### config.mk
export PLATFORM = sky130hd
export DESIGN_NAME = btc_carry_timer
export DESIGN_NICKNAME = d
export VERILOG_FILES = /design/src/btc_pkg.sv /design/src/btc_pulse_divider.sv /design/src/btc_carry_timer.sv
export VERILOG_INCLUDE_DIRS = /design/src /design/src/src
export SDC_FILE = /design/constraint.sdc
export NUM_CORES = 1
export LEC_CHECK = 0
export ABC_AREA = 1
export BUFFER_PORTS_ARGS = -buffer_cell sky130_fd_sc_hd__buf_4
export CORE_ASPECT_RATIO = 1.2
export CORE_MARGIN = 3
export CORE_UTILIZATION = 60
export CTS_CLUSTER_SIZE = 30
export DETAILED_ROUTE_END_ITERATION = 7
export PLACE_DENSITY = 0.79
export SLEW_MARGIN = 20
export SYNTH_ARGS = -nofsm -noshare
export SYNTH_HDL_FRONTEND = slang
export SYNTH_HIERARCHICAL = 1
export SYNTH_SLANG_ARGS = --single-unit
### constraint.sdc
create_clock -name ref_clk_i -period 1.6 [get_ports ref_clk_i]
set_input_delay 0 -clock ref_clk_i [delete_from_list [all_inputs] [get_ports ref_clk_i]]
set_output_delay 0 -clock ref_clk_i [all_outputs]
set_load 0.1 [all_outputs]
### src/btc_params.svh
// Purpose: constants for the carry flag timer (offsets, fields, resets, times)
// Assumes: 100 MHz reference clock
// Notes:   times are in microseconds; cycle counts are derived in the top
`ifndef BTC_PARAMS_SVH
`define BTC_PARAMS_SVH

`define BTC_RF_ADDR_W          7
`define BTC_RF_DATA_W          4
`define BTC_ADDR_INTERVAL_SEL  7'h09
`define BTC_ADDR_CARRY_JUDGE   7'h17
`define BTC_CARRY_SEL_LO_BIT   0
`define BTC_CARRY_SEL_HI_BIT   1
`define BTC_BT1_SEL_LO_BIT     2
`define BTC_BT1_SEL_HI_BIT     3
`define BTC_CARRY_FLAG_BIT     0
`define BTC_INTERVAL_SEL_RST   4'h0
`define BTC_CARRY_JUDGE_RST    4'h0
`define BTC_CLK_MHZ            100
`define BTC_T_1KHZ_US          1000
`define BTC_T_200HZ_US         5000
`define BTC_T_10HZ_US          100000
`define BTC_T_4HZ_US           250000

`endif

### src/btc_pkg.sv
// Purpose: types shared by the carry flag timer
// Assumes: btc_params.svh holds every width; the selection and CE state codes are set here
// Notes:   none
`include "btc_params.svh"

package btc_pkg;

  // one register file access from the processor core
  typedef struct packed {
    logic [`BTC_RF_ADDR_W-1:0] addr;
    logic                      rd;
    logic                      wr;
    logic [`BTC_RF_DATA_W-1:0] wdata;
  } btc_rf_req_t;

  // selection codes in the low two bits of the interval select register
  typedef enum logic [1:0] {
    BTC_SEL_4HZ   = 2'h0,
    BTC_SEL_10HZ  = 2'h1,
    BTC_SEL_200HZ = 2'h2,
    BTC_SEL_1KHZ  = 2'h3
  } btc_sel_e;

  typedef enum logic [1:0] {
    BTC_CE_IDLE = 2'h1,
    BTC_CE_WAIT = 2'h2
  } btc_ce_state_e;

endpackage

### src/btc_pulse_divider.sv
// Purpose: four free-running square-wave setting pulses from the ref clock
// Assumes: half periods given in reference clock cycles
// Notes:   the pulses run free and resync only on srst_i, so a selection change is glitchy
`include "btc_params.svh"
`timescale 1ns/1ps
`default_nettype none

module btc_pulse_divider #(
  parameter int unsigned HALF_CYC [4] = '{2, 2, 2, 2}
) (
  input  wire logic       ref_clk_i,
  input  wire logic       srst_i,
  output var  logic [3:0] pulse_o
);

  genvar g;
  generate
    for (g = 0; g < 4; g++) begin : g_div
      logic [31:0] cnt;
      always_ff @(posedge ref_clk_i) begin
        if (srst_i) begin
          cnt        <= 32'h0;
          pulse_o[g] <= 1'b0;
        end else if (cnt >= HALF_CYC[g] - 1) begin
          cnt        <= 32'h0;
          pulse_o[g] <= ~pulse_o[g];
        end else begin
          cnt <= cnt + 32'h1;
        end
      end
    end
  endgenerate

endmodule // btc_pulse_divider

`default_nettype wire

### src/btc_carry_timer.sv
// Purpose: carry flag timer with read-and-clear flag and CE reset sync
// Assumes: register file reads and writes arrive as one-cycle strobes
// Notes:   srst_i is the power-on reset; clock stop reset is a separate pulse
`include "btc_params.svh"
`timescale 1ns/1ps
`default_nettype none

module btc_carry_timer
  import btc_pkg::*;
#(
  parameter int unsigned CYC_1KHZ  = `BTC_T_1KHZ_US * `BTC_CLK_MHZ,
  parameter int unsigned CYC_200HZ = `BTC_T_200HZ_US * `BTC_CLK_MHZ,
  parameter int unsigned CYC_10HZ  = `BTC_T_10HZ_US * `BTC_CLK_MHZ,
  parameter int unsigned CYC_4HZ   = `BTC_T_4HZ_US * `BTC_CLK_MHZ
) (
  input  wire logic                      ref_clk_i,
  input  wire logic                      srst_i,
  input  wire logic                      clk_stop_rst_i,
  input  wire logic                      ce_pin_i,
  input  wire logic [`BTC_RF_ADDR_W-1:0] rf_addr_i,
  input  wire logic                      rf_rd_i,
  input  wire logic                      rf_wr_i,
  input  wire logic [`BTC_RF_DATA_W-1:0] rf_wdata_i,
  output var  logic [`BTC_RF_DATA_W-1:0] rf_rdata_o,
  output var  logic                      carry_flag_o,
  output var  logic [1:0]                bt1_interval_sel_o,
  output var  logic                      ce_reset_o
);

  localparam int unsigned HALF_CYC [4] = '{
    CYC_4HZ / 2, CYC_10HZ / 2, CYC_200HZ / 2, CYC_1KHZ / 2
  };

  btc_rf_req_t                 req;
  logic [3:0]                  pulses;
  logic [`BTC_RF_DATA_W-1:0]   interval_select;
  btc_sel_e                    carry_sel;
  logic                        sel_pulse;
  logic                        sel_pulse_q;
  logic                        set_edge;
  logic                        carry_flag;
  logic                        set_armed;
  logic                        flag_read;
  logic                        sel_write;
  logic                        ce_q;
  logic                        ce_rise;
  logic                        ce_fire;
  btc_ce_state_e               ce_state;
  btc_ce_state_e               next_ce_state;

  assign req = '{addr: rf_addr_i, rd: rf_rd_i, wr: rf_wr_i,
                 wdata: rf_wdata_i};

  btc_pulse_divider #(
    .HALF_CYC (HALF_CYC)
  ) u_div (
    .ref_clk_i (ref_clk_i),
    .srst_i    (srst_i),
    .pulse_o   (pulses)
  );

  assign flag_read = req.rd && (req.addr == `BTC_ADDR_CARRY_JUDGE);
  assign sel_write = req.wr && (req.addr == `BTC_ADDR_INTERVAL_SEL);

  // interval select: power-on and clock stop clear it, CE reset keeps it
  always_ff @(posedge ref_clk_i) begin
    if (srst_i || clk_stop_rst_i) begin
      interval_select <= `BTC_INTERVAL_SEL_RST;
    end else if (sel_write) begin
      interval_select <= req.wdata;
    end
  end

  assign carry_sel = btc_sel_e'(interval_select[`BTC_CARRY_SEL_HI_BIT:
                                                `BTC_CARRY_SEL_LO_BIT]);
  assign bt1_interval_sel_o = interval_select[`BTC_BT1_SEL_HI_BIT:
                                              `BTC_BT1_SEL_LO_BIT];

  always_comb begin
    unique case (carry_sel)
      BTC_SEL_4HZ:   sel_pulse = pulses[0];
      BTC_SEL_10HZ:  sel_pulse = pulses[1];
      BTC_SEL_200HZ: sel_pulse = pulses[2];
      BTC_SEL_1KHZ:  sel_pulse = pulses[3];
    endcase
  end

  // the history is the selector's output, not each pulse, so that a switch
  // onto a high pulse looks like a rising edge
  always_ff @(posedge ref_clk_i) begin
    if (srst_i) begin
      sel_pulse_q <= 1'b0;
    end else begin
      sel_pulse_q <= sel_pulse;
    end
  end

  assign set_edge = sel_pulse && !sel_pulse_q;

  // setting stays blocked after power-on until the flag is read once
  always_ff @(posedge ref_clk_i) begin
    if (srst_i) begin
      set_armed <= 1'b0;
    end else if (flag_read) begin
      set_armed <= 1'b1;
    end
  end

  // one bit serves as both flip-flop and flag, so they cannot disagree
  always_ff @(posedge ref_clk_i) begin
    if (srst_i) begin
      carry_flag <= 1'b0;
    end else if (clk_stop_rst_i || ce_fire) begin
      carry_flag <= 1'b1;
    end else if (set_edge && set_armed) begin
      carry_flag <= 1'b1;
    end else if (flag_read) begin
      carry_flag <= 1'b0;
    end
  end

  assign carry_flag_o = carry_flag;

  // read data is registered; writes to the judge register fall through
  always_ff @(posedge ref_clk_i) begin
    if (srst_i) begin
      rf_rdata_o <= `BTC_CARRY_JUDGE_RST;
    end else if (req.rd) begin
      if (req.addr == `BTC_ADDR_INTERVAL_SEL) begin
        rf_rdata_o <= interval_select;
      end else if (flag_read) begin
        rf_rdata_o <= {{(`BTC_RF_DATA_W-1){1'b0}}, carry_flag};
      end else begin
        rf_rdata_o <= '0;
      end
    end
  end
  // no write path touches carry_flag or set_armed

  // CE pin edge; the history starts high so a pin already high at power-on
  // does not trigger a reset by itself
  always_ff @(posedge ref_clk_i) begin
    if (srst_i) begin
      ce_q <= 1'b1;
    end else begin
      ce_q <= ce_pin_i;
    end
  end

  assign ce_rise = ce_pin_i && !ce_q;

  // sync point is the selected pulse edge even while setting is blocked;
  // a coinciding flag read defers the reset to the next edge
  assign ce_fire = (ce_state == BTC_CE_WAIT) && set_edge
                   && !flag_read;

  always_comb begin
    next_ce_state = ce_state;
    unique case (ce_state)
      BTC_CE_IDLE: if (ce_rise) next_ce_state = BTC_CE_WAIT;
      BTC_CE_WAIT: if (ce_fire) next_ce_state = BTC_CE_IDLE;
      default:     next_ce_state = BTC_CE_IDLE;
    endcase
  end

  always_ff @(posedge ref_clk_i) begin
    if (srst_i || clk_stop_rst_i) begin
      ce_state <= BTC_CE_IDLE;
    end else begin
      ce_state <= next_ce_state;
    end
  end

  always_ff @(posedge ref_clk_i) begin
    if (srst_i) begin
      ce_reset_o <= 1'b0;
    end else begin
      ce_reset_o <= ce_fire;
    end
  end

endmodule // btc_carry_timer

`default_nettype wire

Yosys cells after proc, flatten, opt, wreduce, memory -nomap -nowiden --
Index checks and enable logic that the tools add are counted.
Operators by class: add/sub/neg operators 4, magnitude comparators 4, equality and inequality tests 9, muxes and demuxes 9, bitwise operators 4, reductions and logical operators 19
Operators by type and width (count):
- 32-bit by 1-bit adder with 32-bit output, second input constant | 4
- 32-bit by 16-bit >= comparator with 1-bit output, second input constant | 1
- 32-bit by 18-bit >= comparator with 1-bit output, second input constant | 1
- 32-bit by 23-bit >= comparator with 1-bit output, second input constant | 1
- 32-bit by 24-bit >= comparator with 1-bit output, second input constant | 1
- 2-bit OR reduction | 4
- 7-bit by 4-bit equality test with 1-bit output, second input constant | 1
- 7-bit by 5-bit equality test with 1-bit output, second input constant | 1
- 1-bit logical AND | 7
- 2-bit equality test, second input constant | 3
- 2-bit by 1-bit equality test with 1-bit output, second input constant | 2
- 1-bit two-way mux | 4
- 2-bit two-way mux | 2
- 4-bit two-way mux | 1
- 2-bit != test, second input constant | 2
- 1-bit NOT | 4
- 1-bit case mux with 4 select lines | 1
- 2-bit case mux with 2 select lines | 1
- 1-bit logical NOT | 3
- 3-bit nonzero test | 1
- 2-bit logical NOT | 1
- 1-bit logical OR | 2
- 2-bit AND reduction | 1
Storage, ports and cells: register bits 147, output and inout bits 8, word-level logic and storage cells 65

Longest topological paths before layout --
depth after elaboration 7, gate-level depth with buffers 12

Cells and area by module --
Netlist, hierarchy kept.
By module, submodules not included:
- btc_pulse_divider | times used 1, cells an instance 672, area an instance 5328.9 sq um, sequential area each 2642.5 sq um
- btc_carry_timer | times used 1, cells an instance 112, area an instance 758.2 sq um, sequential area each 300.3 sq um

Least setup slack after synthesis --
No wires, ideal clock.
kind flip-flop to flip-flop, from register u_div.g_div[1].cnt[0], to register u_div.g_div[1].cnt[16], arrival 1.352 ns, slack 0.133 ns, cell stages (with the launch flop) 9, cell sequence dfxtp_1 -> ha_1 -> nand2_2 -> nor3_4 -> nand2_2 -> nor2_2 -> nand2_1 -> xor2_1 -> nor2_2
Between the ends: word-level cells in the longest chain between the ends 2, elaborated cells on any way between the ends 3, those cells by class 1 x add/sub; 1 x order compare; 1 x reduce/logical
RTL lines:
- start: declaration | line btc_pulse_divider.sv:19 | logic [31:0] cnt;
- start signal: assignment | line btc_pulse_divider.sv:28 | cnt <= cnt + 32'h1;
- 32-bit by 23-bit >= comparator with 1-bit output | line btc_pulse_divider.sv:24 | end else if (cnt >= HALF_CYC[g] - 1) begin
- 2-bit OR reduction (no line)
Parallel ways exist; a longest one is shown, timed or not. A chain may end at the register's enable or synchronous reset.

Worst setup path after layout --
from register u_div.g_div[1].cnt[7], to register u_div.g_div[1].cnt[21]
The elaborated chain is that of the path after synthesis.

==> metrics <==
Tcrit/Tclk final a little over nine tenths; CTS tree done; clock latency at the later pin of the worst-skew pair about 0.42 ns; HP Class in -> reg; Sum Neg Setup Slack 0 ns; Clk pwr share between 40 and 50%; Hold WS between 0.015 and 0.02 ns; Synth top cells by count 169 x nor2_1, 154 x nand2_1, 147 x dfxtp_1; Congestion Overflow GR 0; Comb pwr share 2.8%; port bufs 24; Placer Congestion a little over 0.9; Setup WS post-layout 0.0618 ns; WL/cell around 13 um; worst reg2reg path endpoint u_div/g_div[1].cnt[21]; sw power ~1.7 mW; Slew headroom roughly 66%; drt drc 0; switching share of power a little over a fifth; RSZ-0062 raised after global routing yes; clock slew at reported path FFs about 0.06 ns; Core ar. slightly below 0.01 mm2; Post-Syn Instances 784; Compound-Gate Fraction of Synth Area ~3.5%; min cycle time layout 1.54 ns; final hold viol count 0; vias in the first global route just over 5k; sequential cell area fraction in the yosys report approximately half; CTS buffer count 17; status finished clean; Int Power about 6.1 mW; actual slew at the worst max-slew pin roughly 0.51 ns; Crit-path slowest cell dfxtp_1; WL final between 10,000 and 15,000 um; Post-synth EDFFs 0; crit path capture type register; Post-DRT Antenna Nets 0; CP Capture Point u_div/g_div[1].cnt[21]; synth warn 6; initial DRC count between 200 and 300; #FFs+latches synth between 100 and 150; Leakage roughly 3.0 nW; die span in y approximately 120 um; GRT Util Overall roughly 22%; clk buf depth 2; FP Rows 39; Worst Skew between 0.009 and 0.01 ns; CP peak stage delay approximately 0.4 ns; Die W roughly 98 um; most frequent cell after synthesis nor2_1; endpoints failing setup 0; dpl hpwl 8140 um; Worst Path Max Fanout 5; CP startpoint u_div/g_div[1].cnt[7]; Clock Tree Root clkbuf_16; Critical Path RT slightly below 2 ns; layout cells sized above 1 between 10% and 20%; Yosys top cell area share 48.3%; Synth Area in XOR/XNOR 6.76%; Via density 5.18; n_diodes 0; Reg2Reg Depth 6; Initial Util 62.7%; multiplexer area fraction after synthesis 0%; combinational family with the most area after synthesis simple AND/OR/NAND/NOR gates; Final Core Density between 70% and 80%; max-slew violation total from the final report 0; global-route wire length before repair around 21,000 um; internal reg-to-reg setup slack a little over 0.06 ns; Reg-to-Reg Start u_div/g_div[1].cnt[7]; nets 917; die footprint approximately 0.011 mm2; Avg Cell Area, Syn 7.76 um2; post-synthesis simple-gate area fraction approximately a third; Netlist Area Pre-Place a little over 0.006 mm2; max-cap violations 0; ranking of synthesized cells by area dfxtp_1 48%, nor2_1 10%, nand2_1 9.5%; top_reg_cell synth dfxtp_1; adder-cell share of the synthesized area less than 1%; H-Tree Level Count 4; fmax between 0.6 and 0.7 GHz; Reg power frac about half; initial antenna violation count 0; Max VDD drop about 680 uV; CP cell instances nand2_1 > nor2_1 > nand4_1 > nor3_1 > nand3_1 > a21oi_1; DP Area 0.00663 mm2; post-route cell area around 0.0075 mm2; Post-synth ARST share 0%; DP Worst Slack between 0.04 and 0.05 ns; PwrDens 1030 mW/mm2; area grow syn2layout 24.0%; Cell variety after synth 36; clk sink count between 100 and 150; routed via count about 5.3k; critical path type reg -> reg; crit path DAT between 1.5 and 2 ns; pin count of the biggest net entering global routing 24; Yosys top cell by area dfxtp_1; Ports 25; drt pass-1 iters 5; Worst setup SP type register
## logic make-up after synthesis
group	after synthesis
and+or+nand+nor	460
other	1
AOI/OAI and AO/OA	38
adders and majority gates	4
buffers and inverters	87
xor gates and xnor gates	47
DFF	147
## state kept, by name, indices dropped and copies added (netlist names), 2 cells and up
name	cells
interval_select	4
rf_rdata_o	4
u_div/pulse_o	4
ce_state	2
u_div/g_div.cnt	128
## power by group through the flow
stage	Clock [mW]	Sequential, mW	Combinational (mW)
after floorplan	0	3.89	0.0792
after global placement	0	3.85	0.185
after detailed placement	0	3.85	0.190
after CTS	3.86	3.77	0.209
after global routing	4.03	3.78	0.242
final	3.79	3.77	0.219
## layout by cell type (no fill, tap or decap), drive strengths merged, types with 25 or more instances in the layout
cell | netlist | layout
a21oi | 27 | 27
buf | 9 | 39
conb | 1 | 47
dfxtp | 147 | 147
inv | 77 | 82
nand2 | 162 | 162
nand3 | 46 | 46
nand4 | 24 | 25
nor2 | 182 | 182
nor3 | 33 | 33
xor2 | 35 | 35
## layout make-up
cell class                      count  area (um2)
Clock inverter                     12         119
Multi-Input combinational cell    597        3050
Inverter                           78         293
Sequential cell                   147        2950
Timing Repair Buffer               55         523
Clock buffer                       20         457
Fill cell                         634        2160
Tap cell                          123         154
## how the worst min path moves through the flow
stage                                to  cells after the start         start  slack (ns)
after global placement             ce_q                      2      ce_pin_i        0.20
after floorplan              ce_reset_o                      1        srst_i        0.07
after global routing      rf_rdata_o[0]                      6  rf_addr_i[2]        0.06
after CTS                 rf_rdata_o[0]                      6  rf_addr_i[2]       0.004
final                     rf_rdata_o[0]                      6  rf_addr_i[2]        0.02
after detailed placement           ce_q                      2      ce_pin_i        0.20
## worst max-delay path: cells and delay by family, from the launching register on
family / cells / cell delay (ns)
AOI/OAI and AO/OA: 1 / 0.15
and+or+nand+nor: 5 / 0.93
DFF: 1 / 0.39
## what timing repair did
action | CTS | global route
setup buffers | 0 | 1
pin swaps | 1 | 2
gates cloned | 0 | 4
resized for setup | 6 | 26
setup endpoints to repair | 3 | 68
hold buffers | 15 | 0
endpoints found under the hold margin | 15 | 0
## metrics by stage
stage | cells | power [mW]
global placement | 981 | 4.03
floorplan | 830 | 3.97
detailed placement | 981 | 4.04
global route | 1032 | 8.05
finish | 1032 | 7.78
CTS | 1028 | 7.83
## per-layer routing
layer	track usage [%]	vias to the layer above	wire, um
li1	-	2654	-
met1	23.5	2445	5030
met2	40.6	197	6940
met3	6.27	50	683
met4	11.2	0	435
met5	0	-	0
Power figures use the tool's default switching activity.
